==> src/verilog/rsv_pkg.sv <==
// package for the relay state verifier: register map, field layout, mask codes, sizes.
// assumes a single 250 MHz clock domain and an AXI4-Lite master with 32-bit data.
// Behaviour
// - with confidence on, check all relays after every open or close command.
// - confidence failure sets the status fail bit and the execution-error event bit.
// - confidence result is one pass or fail, with no failing relay named.
// - one readback line per relay feeds both verification and confidence checks.
// - each channel mask is normal (0), inverted (1) or ignore (X).
// - every mask starts as ignore until software writes it.
// - a mask write applies one setting to every channel of a range.
// - a mask query returns the stored setting of the one channel written to the query register; during a scan, that of the scanned channel.
// - on-demand verification takes one channel or a range, only while the engine is idle.
// - no unmasked mismatch in the range reports OK.
// - failures report module and channel number of each failing channel, in order.
// - ignored channels never appear in a failure report.
// - a failure report stops after the first ten failing channels.
// - save copies all masks to the store; recall restores them.
// - the auto-recall flag resets to off before the boot cycle, so stored masks never load at power-up.
package rsv_pkg;
	localparam int          NUM_MOD      = 8;
	localparam int          CH_PER_MOD   = 32;
	localparam int          NUM_CH       = NUM_MOD * CH_PER_MOD;
	localparam int          CH_W         = 8;
	localparam int          MAX_FAIL     = 10;
	localparam int          FAIL_W       = 4;
	localparam int          WORDS        = NUM_CH / 32;

	// mask codes, two bits per channel
	localparam logic [1:0]  MASK_NORMAL  = 2'h0;
	localparam logic [1:0]  MASK_INVERT  = 2'h1;
	localparam logic [1:0]  MASK_IGNORE  = 2'h2;

	// register byte offsets
	localparam logic [7:0]  OFF_CTRL     = 8'h00;
	localparam logic [7:0]  OFF_STATUS   = 8'h04;
	localparam logic [7:0]  OFF_IRQ_STAT = 8'h08;
	localparam logic [7:0]  OFF_IRQ_MASK = 8'h0c;
	localparam logic [7:0]  OFF_RANGE    = 8'h10;
	localparam logic [7:0]  OFF_CMD      = 8'h14;
	localparam logic [7:0]  OFF_FCOUNT   = 8'h18;
	localparam logic [7:0]  OFF_MASKRD   = 8'h1c;
	localparam logic [7:0]  OFF_FAIL0    = 8'h20;
	localparam logic [7:0]  OFF_RELAY0   = 8'h60;

	// ctrl fields
	localparam int          CTRL_CONF    = 0;
	localparam int          CTRL_AUTORCL = 1;
	// cmd fields
	localparam int          CMD_MASKWR   = 0;
	localparam int          CMD_VERIFY   = 1;
	localparam int          CMD_SAVE     = 2;
	localparam int          CMD_RECALL   = 3;
	localparam int          CMD_VAL_LSB  = 4;
	// status fields
	localparam int          ST_BUSY      = 0;
	localparam int          ST_CONF_FAIL = 1;
	localparam int          ST_VERIFY_OK = 2;
	// event bits
	localparam int          EV_EXEC_ERR  = 0;
	localparam int          EV_VER_DONE  = 1;
	localparam int          EV_W         = 2;

	localparam logic [1:0]  AXI_OKAY     = 2'h0;
	localparam logic [1:0]  AXI_SLVERR   = 2'h2;

	typedef enum logic [1:0] {
		RSV_IDLE  = 2'b00,
		RSV_SCAN  = 2'b01,
		RSV_DONE  = 2'b11
	} rsv_state_e;

	function automatic logic chan_fails(input logic [1:0] m, input logic rb, input logic cmd);
		chan_fails = (m != MASK_IGNORE) && ((rb ^ (m == MASK_INVERT)) != cmd);
	endfunction
endpackage

==> src/verilog/rsv_mask_store.sv <==
// mask storage: live masks plus a saved copy standing in for non-volatile memory.
// assumes save, recall and writes come from the verifier and never coincide.
`timescale 1ns/1ps
module rsv_mask_store
	import rsv_pkg::*;
(
	input  wire logic              clk_in,
	input  wire logic              reset_in,
	input  wire logic              wr_in,
	input  wire logic [CH_W-1:0]   wr_ch_in,
	input  wire logic [1:0]        wr_val_in,
	input  wire logic              save_in,
	input  wire logic              recall_in,
	input  wire logic              auto_recall_in,
	input  wire logic [CH_W-1:0]   rd_ch_in,
	output logic      [1:0]        rd_val_out
);
	logic [1:0] mask_reg  [NUM_CH];
	logic [1:0] saved_reg [NUM_CH];
	logic       boot_reg;

	// saved copy survives reset as a non-volatile store would
	always_ff @(posedge clk_in) begin
		if (save_in) begin
			saved_reg <= mask_reg;
		end
	end

	always_ff @(posedge clk_in or posedge reset_in) begin
		if (reset_in) begin
			boot_reg <= 1'b1;
			for (int i = 0; i < NUM_CH; i++) begin
				mask_reg[i] <= MASK_IGNORE;
			end
		end else begin
			boot_reg <= 1'b0;
			if (recall_in || (boot_reg && auto_recall_in)) begin
				mask_reg <= saved_reg;
			end else if (wr_in) begin
				mask_reg[wr_ch_in] <= wr_val_in;
			end
		end
	end

	assign rd_val_out = mask_reg[rd_ch_in];
endmodule

==> src/verilog/rsv_fail_log.sv <==
// failure list: keeps up to ten failing channel numbers in the order found.
// assumes clear precedes each verification run.
`timescale 1ns/1ps
module rsv_fail_log
	import rsv_pkg::*;
(
	input  wire logic              clk_in,
	input  wire logic              reset_in,
	input  wire logic              clear_in,
	input  wire logic              push_in,
	input  wire logic [CH_W-1:0]   ch_in,
	input  wire logic [3:0]        rd_idx_in,
	output logic      [FAIL_W-1:0] count_out,
	output logic      [CH_W-1:0]   rd_ch_out
);
	logic [CH_W-1:0]   list_reg [MAX_FAIL];
	logic [FAIL_W-1:0] count_reg;
	wire               room = count_reg < FAIL_W'(MAX_FAIL);

	always_ff @(posedge clk_in or posedge reset_in) begin
		if (reset_in) begin
			count_reg <= '0;
			for (int i = 0; i < MAX_FAIL; i++) begin
				list_reg[i] <= '0;
			end
		end else if (clear_in) begin
			count_reg <= '0;
		end else if (push_in && room) begin
			list_reg[count_reg] <= ch_in;
			count_reg           <= count_reg + 1'b1;
		end
	end

	assign count_out = count_reg;
	assign rd_ch_out = (rd_idx_in < 4'(MAX_FAIL)) ? list_reg[rd_idx_in] : '0;
endmodule

==> src/verilog/rsv_top.sv <==
// relay state verifier: AXI4-Lite registers, mask writes over ranges, on-demand verification
// and confidence checks of relay readback against the commanded relay state.
// assumes relay_cmd_in is the commanded coil state and relay_change_in pulses per open/close.
`timescale 1ns/1ps
module rsv_top
	import rsv_pkg::*;
(
	input  wire logic              clk_in,
	input  wire logic              reset_in,
	input  wire logic [NUM_CH-1:0] relay_cmd_in,
	input  wire logic [NUM_CH-1:0] readback_in,
	input  wire logic              relay_change_in,
	input  wire logic [7:0]        s_axi_awaddr,
	input  wire logic              s_axi_awvalid,
	output logic                   s_axi_awready,
	input  wire logic [31:0]       s_axi_wdata,
	input  wire logic [3:0]        s_axi_wstrb,
	input  wire logic              s_axi_wvalid,
	output logic                   s_axi_wready,
	output logic      [1:0]        s_axi_bresp,
	output logic                   s_axi_bvalid,
	input  wire logic              s_axi_bready,
	input  wire logic [7:0]        s_axi_araddr,
	input  wire logic              s_axi_arvalid,
	output logic                   s_axi_arready,
	output logic      [31:0]       s_axi_rdata,
	output logic      [1:0]        s_axi_rresp,
	output logic                   s_axi_rvalid,
	input  wire logic              s_axi_rready,
	output logic                   irq_out
);
	// write channel
	logic [7:0]  awaddr_reg;
	logic [31:0] wdata_reg;
	logic [3:0]  wstrb_reg;
	logic        aw_have_reg;
	logic        w_have_reg;
	logic        bvalid_reg;
	logic [1:0]  bresp_reg;
	// read channel
	logic        rvalid_reg;
	logic [31:0] rdata_reg;
	logic [1:0]  rresp_reg;
	// registers
	logic        conf_en_reg;
	logic        auto_rcl_reg;
	logic [EV_W-1:0] ev_stat_reg;
	logic [EV_W-1:0] ev_mask_reg;
	logic [CH_W-1:0] first_reg;
	logic [CH_W-1:0] last_reg;
	logic [CH_W-1:0] mask_rd_ch_reg;
	logic        conf_fail_reg;
	logic        ver_ok_reg;
	// engine
	rsv_state_e  state_reg;
	logic        job_conf_reg;
	logic        job_mask_reg;
	logic [1:0]  job_val_reg;
	logic [CH_W-1:0] ch_reg;
	logic [CH_W-1:0] end_reg;
	logic        any_fail_reg;
	logic        conf_pend_reg;

	wire do_write = aw_have_reg && w_have_reg && !bvalid_reg;
	wire do_read  = s_axi_arvalid && !rvalid_reg;
	wire word_wr  = do_write && (wstrb_reg == 4'hf);
	wire busy     = (state_reg != RSV_IDLE);

	wire wr_ctrl  = word_wr && (awaddr_reg == OFF_CTRL);
	wire wr_istat = word_wr && (awaddr_reg == OFF_IRQ_STAT);
	wire wr_imask = word_wr && (awaddr_reg == OFF_IRQ_MASK);
	wire wr_range = word_wr && (awaddr_reg == OFF_RANGE) && !busy;
	wire wr_cmd   = word_wr && (awaddr_reg == OFF_CMD) && !busy;
	wire wr_mrd   = word_wr && (awaddr_reg == OFF_MASKRD);
	wire wr_known = (awaddr_reg[7:2] <= OFF_MASKRD[7:2]);

	wire cmd_mask   = wr_cmd && wdata_reg[CMD_MASKWR];
	wire cmd_verify = wr_cmd && wdata_reg[CMD_VERIFY] && !wdata_reg[CMD_MASKWR];
	wire cmd_save   = wr_cmd && wdata_reg[CMD_SAVE];
	wire cmd_recall = wr_cmd && wdata_reg[CMD_RECALL];
	wire [1:0] cmd_val = wdata_reg[CMD_VAL_LSB +: 2];
	wire start_conf = !busy && conf_pend_reg && !wr_cmd;

	// engine walks one channel per cycle; range may count down as well as up
	wire [CH_W-1:0] step_ch = (ch_reg <= end_reg) ? ch_reg + 1'b1 : ch_reg - 1'b1;
	wire            at_end  = (ch_reg == end_reg);
	wire [CH_W-1:0] sel_ch  = (state_reg == RSV_SCAN) ? ch_reg : mask_rd_ch_reg;
	wire [1:0]      sel_mask;
	wire            scan    = (state_reg == RSV_SCAN);
	wire            ch_bad  = scan && !job_mask_reg &&
	                          chan_fails(sel_mask, readback_in[ch_reg], relay_cmd_in[ch_reg]);
	wire            finish  = scan && at_end;
	wire            conf_bad = finish && job_conf_reg && (any_fail_reg || ch_bad);
	wire            ver_done = finish && !job_conf_reg && !job_mask_reg;
	wire [EV_W-1:0] ev_set   = {ver_done, conf_bad};

	wire [FAIL_W-1:0] fcount;
	wire [CH_W-1:0]   fail_ch;
	// entry index counts from the first failure slot, not from address zero
	wire [7:0]        fail_off = s_axi_araddr - OFF_FAIL0;
	wire [3:0]        fail_idx = fail_off[5:2];
	wire [CH_W-1:0]   relay_ch;

	rsv_mask_store u_masks (
		.clk_in         (clk_in),
		.reset_in       (reset_in),
		.wr_in          (scan && job_mask_reg),
		.wr_ch_in       (ch_reg),
		.wr_val_in      (job_val_reg),
		.save_in        (cmd_save),
		.recall_in      (cmd_recall),
		.auto_recall_in (auto_rcl_reg),
		.rd_ch_in       (sel_ch),
		.rd_val_out     (sel_mask)
	);

	rsv_fail_log u_fails (
		.clk_in    (clk_in),
		.reset_in  (reset_in),
		.clear_in  (cmd_verify),
		.push_in   (ch_bad && !job_conf_reg),
		.ch_in     (ch_reg),
		.rd_idx_in (fail_idx),
		.count_out (fcount),
		.rd_ch_out (fail_ch)
	);

	// failure entry packs module in the upper half, channel in the lower half
	assign relay_ch = fail_ch;
	wire [31:0] fail_word = {8'h00, 8'(relay_ch / CH_W'(CH_PER_MOD)), 8'h00,
	                         8'(relay_ch % CH_W'(CH_PER_MOD))};
	wire [31:0] relay_word = relay_cmd_in[s_axi_araddr[2 +: 3] * 32 +: 32];

	wire rd_fail  = (s_axi_araddr >= OFF_FAIL0) &&
	                (s_axi_araddr < OFF_FAIL0 + 8'(4 * MAX_FAIL));
	wire rd_relay = (s_axi_araddr >= OFF_RELAY0) &&
	                (s_axi_araddr < OFF_RELAY0 + 8'(4 * WORDS));
	wire in_fail  = rd_fail && (fail_idx < 4'(fcount));
	wire [31:0] rd_mux =
		(s_axi_araddr == OFF_CTRL)     ? {30'h0, auto_rcl_reg, conf_en_reg} :
		(s_axi_araddr == OFF_STATUS)   ? {29'h0, ver_ok_reg, conf_fail_reg, busy} :
		(s_axi_araddr == OFF_IRQ_STAT) ? {30'h0, ev_stat_reg} :
		(s_axi_araddr == OFF_IRQ_MASK) ? {30'h0, ev_mask_reg} :
		(s_axi_araddr == OFF_RANGE)    ? {16'h0, last_reg, first_reg} :
		(s_axi_araddr == OFF_FCOUNT)   ? {28'h0, fcount} :
		(s_axi_araddr == OFF_MASKRD)   ? {22'h0, sel_mask, mask_rd_ch_reg} :
		in_fail                        ? fail_word :
		rd_relay                       ? relay_word : 32'h0;
	wire rd_known = (s_axi_araddr[7:2] <= OFF_MASKRD[7:2]) || rd_fail || rd_relay;

	assign s_axi_awready = !aw_have_reg && !bvalid_reg;
	assign s_axi_wready  = !w_have_reg && !bvalid_reg;
	assign s_axi_bvalid  = bvalid_reg;
	assign s_axi_bresp   = bresp_reg;
	assign s_axi_arready = !rvalid_reg;
	assign s_axi_rvalid  = rvalid_reg;
	assign s_axi_rdata   = rdata_reg;
	assign s_axi_rresp   = rresp_reg;
	assign irq_out       = |(ev_stat_reg & ev_mask_reg);

	always_ff @(posedge clk_in or posedge reset_in) begin
		if (reset_in) begin
			aw_have_reg <= 1'b0;
			w_have_reg  <= 1'b0;
			awaddr_reg  <= '0;
			wdata_reg   <= '0;
			wstrb_reg   <= '0;
			bvalid_reg  <= 1'b0;
			bresp_reg   <= AXI_OKAY;
		end else begin
			if (s_axi_awvalid && s_axi_awready) begin
				aw_have_reg <= 1'b1;
				awaddr_reg  <= s_axi_awaddr;
			end
			if (s_axi_wvalid && s_axi_wready) begin
				w_have_reg <= 1'b1;
				wdata_reg  <= s_axi_wdata;
				wstrb_reg  <= s_axi_wstrb;
			end
			if (do_write) begin
				aw_have_reg <= 1'b0;
				w_have_reg  <= 1'b0;
				bvalid_reg  <= 1'b1;
				bresp_reg   <= wr_known ? AXI_OKAY : AXI_SLVERR;
			end else if (bvalid_reg && s_axi_bready) begin
				bvalid_reg <= 1'b0;
			end
		end
	end

	always_ff @(posedge clk_in or posedge reset_in) begin
		if (reset_in) begin
			rvalid_reg <= 1'b0;
			rdata_reg  <= '0;
			rresp_reg  <= AXI_OKAY;
		end else if (do_read) begin
			rvalid_reg <= 1'b1;
			rdata_reg  <= rd_mux;
			rresp_reg  <= rd_known ? AXI_OKAY : AXI_SLVERR;
		end else if (rvalid_reg && s_axi_rready) begin
			rvalid_reg <= 1'b0;
		end
	end

	always_ff @(posedge clk_in or posedge reset_in) begin
		if (reset_in) begin
			conf_en_reg    <= 1'b0;
			auto_rcl_reg   <= 1'b0;
			ev_mask_reg    <= '0;
			first_reg      <= '0;
			last_reg       <= '0;
			mask_rd_ch_reg <= '0;
		end else begin
			if (wr_ctrl) begin
				conf_en_reg  <= wdata_reg[CTRL_CONF];
				auto_rcl_reg <= wdata_reg[CTRL_AUTORCL];
			end
			if (wr_imask) begin
				ev_mask_reg <= wdata_reg[EV_W-1:0];
			end
			if (wr_range) begin
				first_reg <= wdata_reg[7:0];
				last_reg  <= wdata_reg[15:8];
			end
			if (wr_mrd) begin
				mask_rd_ch_reg <= wdata_reg[7:0];
			end
		end
	end

	// set wins over a write-one clear in the same cycle
	always_ff @(posedge clk_in or posedge reset_in) begin
		if (reset_in) begin
			ev_stat_reg <= '0;
		end else begin
			ev_stat_reg <= (ev_stat_reg & ~(wr_istat ? wdata_reg[EV_W-1:0] : '0)) | ev_set;
		end
	end

	// a relay change arriving mid-scan is remembered and checked after
	always_ff @(posedge clk_in or posedge reset_in) begin
		if (reset_in) begin
			state_reg     <= RSV_IDLE;
			job_conf_reg  <= 1'b0;
			job_mask_reg  <= 1'b0;
			job_val_reg   <= MASK_IGNORE;
			ch_reg        <= '0;
			end_reg       <= '0;
			any_fail_reg  <= 1'b0;
			conf_pend_reg <= 1'b0;
			conf_fail_reg <= 1'b0;
			ver_ok_reg    <= 1'b0;
		end else begin
			if (relay_change_in && conf_en_reg) begin
				conf_pend_reg <= 1'b1;
			end else if (start_conf) begin
				conf_pend_reg <= 1'b0;
			end
			case (state_reg)
				RSV_IDLE: begin
					any_fail_reg <= 1'b0;
					if (cmd_mask || cmd_verify) begin
						state_reg    <= RSV_SCAN;
						job_conf_reg <= 1'b0;
						job_mask_reg <= cmd_mask;
						job_val_reg  <= (cmd_val == 2'h3) ? MASK_IGNORE : cmd_val;
						ch_reg       <= first_reg;
						end_reg      <= last_reg;
					end else if (start_conf) begin
						state_reg    <= RSV_SCAN;
						job_conf_reg <= 1'b1;
						job_mask_reg <= 1'b0;
						ch_reg       <= '0;
						end_reg      <= CH_W'(NUM_CH - 1);
					end
				end
				RSV_SCAN: begin
					any_fail_reg <= any_fail_reg || ch_bad;
					if (at_end) begin
						state_reg <= RSV_DONE;
					end else begin
						ch_reg <= step_ch;
					end
					if (finish && job_conf_reg) begin
						conf_fail_reg <= any_fail_reg || ch_bad;
					end
					if (ver_done) begin
						ver_ok_reg <= !(any_fail_reg || ch_bad);
					end
				end
				RSV_DONE: begin
					state_reg <= RSV_IDLE;
				end
				default: begin
					state_reg <= RSV_IDLE;
				end
			endcase
		end
	end
endmodule

==> config.mk <==
export PLATFORM = sky130hd
export DESIGN_NAME = rsv_top
export DESIGN_NICKNAME = d
export VERILOG_FILES = /design/src/verilog/rsv_pkg.sv /design/src/verilog/rsv_mask_store.sv /design/src/verilog/rsv_fail_log.sv /design/src/verilog/rsv_top.sv
export SDC_FILE = /design/constraint.sdc
export NUM_CORES = 2
export LEC_CHECK = 0
export ABC_AREA = 1
export BUFFER_PORTS_ARGS = -buffer_cell sky130_fd_sc_hd__buf_2
export CAP_MARGIN = 40
export CELL_PAD_IN_SITES_DETAIL_PLACEMENT = 1
export CELL_PAD_IN_SITES_GLOBAL_PLACEMENT = 2
export CORE_ASPECT_RATIO = 1.4
export CORE_MARGIN = 2
export CORE_UTILIZATION = 39
export CTS_CLUSTER_SIZE = 30
export DETAILED_ROUTE_END_ITERATION = 16
export PLACE_DENSITY_LB_ADDON = 0.1
export REMOVE_ABC_BUFFERS = 1
export SLEW_MARGIN = 10
export SYNTH_ARGS = -nofsm -noshare
export SYNTH_HDL_FRONTEND = slang
export SYNTH_SLANG_ARGS = --single-unit
export TNS_END_PERCENT = 5
==> constraint.sdc <==
create_clock -name clk_in -period 53.2 [get_ports clk_in]
set_input_delay 5.32 -clock clk_in [delete_from_list [all_inputs] [get_ports clk_in]]
set_output_delay 5.32 -clock clk_in [all_outputs]
set_load 0.01 [all_outputs]
==> impl_metrics.tcl <==
set metrics [dict create \
    status "finished, final reports clean" \
    clockBufferDepth 3 \
    wl_met1_um 115500 \
    path_common_cell "nand2_1" \
    clock_latency_ns 0.81 \
    dp_hpwl_um 211100 \
    dieArea_um2 165800 \
    vias 60620 \
    maxSlewHeadroom_pct 28.86 \
    seqCellArea_um2 33700 \
    grt_pass1_vias 62850 \
    fp.coreArea_um2 162000 \
    hold_viol_final 0 \
    ys_seq_area_share_pct 53.15 \
    cap_viol_max_count 0 \
    grt_overflow 0 \
    postSynthAreaPerCell_um2 8.416 \
    finClkSkew_ns 0.03859 \
    antenna_left 0 \
    hp-class "register to register" \
    synth_area_um2 63380 \
    antenna_found_initial 67 \
    worst_path_dominant_cell_family "simple AND/OR/NAND/NOR gates" \
    synth_top_cells_by_area "edfxtp_1 (24%), dfrtp_1 (18%), dfstp_2 (11%)" \
    timing.final.crit_share_pct 16.34 \
    fmax_mhz 115.0 \
    path_cells "buf_2, nor2_1, nor2_1, nand2_1, nand2_1, nand4_1, nand2_1, nand2_1, o21ai_1, nand2_1, nor2_1, nand2_1, nand2_1, nand3_1, a21oi_4, buf_4, nand4_1, nand2_1" \
    endpoint_kind "register" \
    drt-pass1-iter-count 6 \
    wirelength_um 303100 \
    irDropWorstVdd_mv 0.05145 \
    row_count 175 \
    grt_pass1_wl_um 437600 \
    routabilityCongestion 0.9935 \
    cts_tree "done" \
    clkSinkCount 1231 \
    drive_gt1_share_pct 16.56 \
    top_layer "met5" \
    cts-root-buf "clkbuf_16" \
    drt_first_iter_violations 4923 \
    die-width_um 344.7 \
    track_usage_pct 36.18 \
    path_buf_inv 2 \
    p_leak_nw 29.76 \
    synth-adder-area-share_pct 0.4461 \
    grt_setup_unrepaired "no" \
    dieHeight_um 481.0 \
    via_per_inst 5.909 \
    synthCells 7531 \
    synth-seq-cells 1231 \
    clk_pin_slew_ns 0.06 \
    cts_resized 0 \
    finalPower_mw 3.331 \
    cts_hold_buf 0 \
    synth-edff-count 512 \
    synthSimpleGateAreaFrac_pct 23.09 \
    synth_top_family_by_area "simple AND/OR/NAND/NOR gates" \
    fill_cells 19170 \
    placed_area_um2 69280 \
    worst_path_max_delay_cell "buf_4" \
    final_max_slew_viol_count 0 \
    period_minus_slack_ns 8.694 \
    grt_max_degree 163 \
    synth-compound-area-share_pct 15.81 \
    final-setup-viol-count 0 \
    synthFlopType "edfxtp_1" \
    cts_buffers 135 \
    start_util_pct 39.12 \
    yosysTopAreaCell "edfxtp_1" \
    crit_type "input pin to register" \
    ys_types 54 \
    cellPowerDensity_nw_per_um2 45.11 \
    required_ns 53.92 \
    synth-xor-area-share_pct 0.06909 \
    multi_input_area_um2 25270 \
    h-tree-depth 4 \
    tns_ns 0 \
    wire_per_inst_um 29.55 \
    max_stage_delay_ns 0.71 \
    synth_mux_area_share_pct 0.1599 \
    num-nets-final 8562 \
    dr_wl_met3_um 18060 \
    post-cts-setup-buffer-count 0 \
    cp_max_fo 78 \
    yosysWarningCount 0 \
    synthArstFlopShare_pct 58.41 \
    critPathArrivalTime_ns 9.41 \
    io_buffers 595 \
    drc_errors 0 \
    ios 614 \
    met2_wirelength_um 146500 \
    yosysTopAreaCellShare_pct 24.26 \
    syn_to_final_growth_pct 16.50 \
    design_area_um2 73840 \
    worst_pin_slew_ns 1.067 \
    worstSetupStartpointType "input pin" \
]
==> area by class of cell <==
cell class / count / area share (%)
diodes: 56 / 0.1898
well taps: 2124 / 3.599
inverters: 646 / 3.313
multi-input cells: 5132 / 34.23
flip-flops and latches: 1231 / 45.64
clock buffers: 212 / 5.299
repair buffers: 822 / 7.246
clock inverters: 35 / 0.4897
==> synthesized netlist by cell type, drive strengths merged, types with 121 or more instances <==
library cell and number:
a21oi 180, buf 176, nand2 1748, o311ai 128, a31oi 130, nor2 841
edfxtp 512, clkbuf 348, inv 629, nand4 167, dfrtp 461, nand3 664
o22ai 230, a22oi 121, o21ai 609, dfstp 258
==> stage by stage <==
| step | hold WS [ns] | cells | worst slack, ns | util (%) |
|---|---|---|---|---|
| after floorplan | 0.4249 | 7009 | -15.94 | - |
| after global placement | 0.4299 | 9897 | 43.55 | 42.19 |
| after detailed placement | 0.4342 | 9949 | 43.77 | 42.76 |
| after CTS | 0.4340 | 10200 | 44.54 | 45.40 |
| after global routing | 0.4412 | 10230 | 44.30 | 45.53 |
| final | 0.4289 | 10260 | 44.51 | 45.57 |
==> worst paths after layout <==
check	from	cells past startpoint	slack (ns)	endpoint
min in group asynchronous	reset_in	2	4.62	u_masks.mask_reg[494]
hold reg to reg	u_masks.mask_reg[400]	0	0.43	u_masks.saved_reg[400]
setup reg to reg	ch_reg[0]	21	46.54	u_fails.list_reg[72]
max in group asynchronous	reset_in	7	46.01	awaddr_reg[2]
hold / removal	u_masks.mask_reg[400]	0	0.43	u_masks.saved_reg[400]
setup / recovery	relay_cmd_in[211]	18	44.51	u_fails.list_reg[72]
==> placed cells by master (no fill, tap or decap), types with 6 or more instances in the layout <==
| cell type | instances |
|---|---|
| clkbuf_8 | 16 |
| inv_2 | 14 |
| clkinv_1 | 24 |
| edfxtp_1 | 512 |
| nand3_1 | 663 |
| clkinv_2 | 15 |
| nor2_2 | 7 |
| o221ai_1 | 73 |
| ha_1 | 21 |
| clkbuf_1 | 57 |
| diode_2 | 56 |
| dfrtp_1 | 460 |
| nor4_1 | 12 |
| nand4_1 | 158 |
| buf_16 | 25 |
| nand4_4 | 9 |
| buf_12 | 10 |
| o22ai_1 | 230 |
| dfstp_2 | 257 |
| a22oi_1 | 121 |
| nand2_1 | 1739 |
| a31oi_1 | 130 |
| o211ai_1 | 107 |
| a21oi_1 | 176 |
| clkbuf_16 | 139 |
| o21ai_0 | 575 |
| o311ai_0 | 128 |
| buf_4 | 180 |
| mux2_2 | 9 |
| nor2_1 | 827 |
| o31ai_1 | 13 |
| o21ai_1 | 28 |
| nor3_1 | 8 |
| nor2_4 | 7 |
| nand3b_1 | 34 |
| inv_1 | 611 |
| buf_2 | 599 |
| buf_8 | 6 |
| a221o_1 | 6 |
==> metal layers <==
layer  up-vias  track usage, %
met2      2096           60.44
met5         -               0
met1     30980           42.52
li1      26900               -
met3       614           6.240
met4        24           24.07
==> cells by family after synthesis <==
| kind of cell | after synthesis |
|---|---|
| AO/OA/AOI/OAI | 1617 |
| other | 1 |
| AND/OR/NAND/NOR | 3476 |
| adder cells (fa/ha/maj) | 22 |
| multiplexers | 9 |
| flip-flops | 1231 |
| XOR/XNOR | 5 |
| buffers and inverters | 1170 |
==> where the power goes <==
group | internal (mW) | total [mW] | switching [mW]
sequential | 1.05 | 1.09 | 0.0380
combinational | 0.329 | 1.29 | 0.965
clock | 0.531 | 0.946 | 0.415
total | 1.91 | 3.33 | 1.42
==> worst reg2reg max path, cell delays in order (launching register included) <==
cell and delay, ns:
dfrtp_1 0.36, buf_4 0.26, inv_2 0.19, nand3_4 0.21, nand2_8 0.47, buf_4 0.73
buf_4 0.85, nand2_1 0.29, nand3_1 0.13, nand3_1 0.08, nand3_1 0.17, nand3_1 0.10
nand3_1 0.36, nand3_1 0.15, nand3_1 0.12, nand2_1 0.20, inv_1 0.20, nand3_1 0.17
a21oi_4 0.39, buf_4 0.71, nand4_1 0.31, nand2_1 0.12
Note: power is estimated with default switching activity, not from simulation.
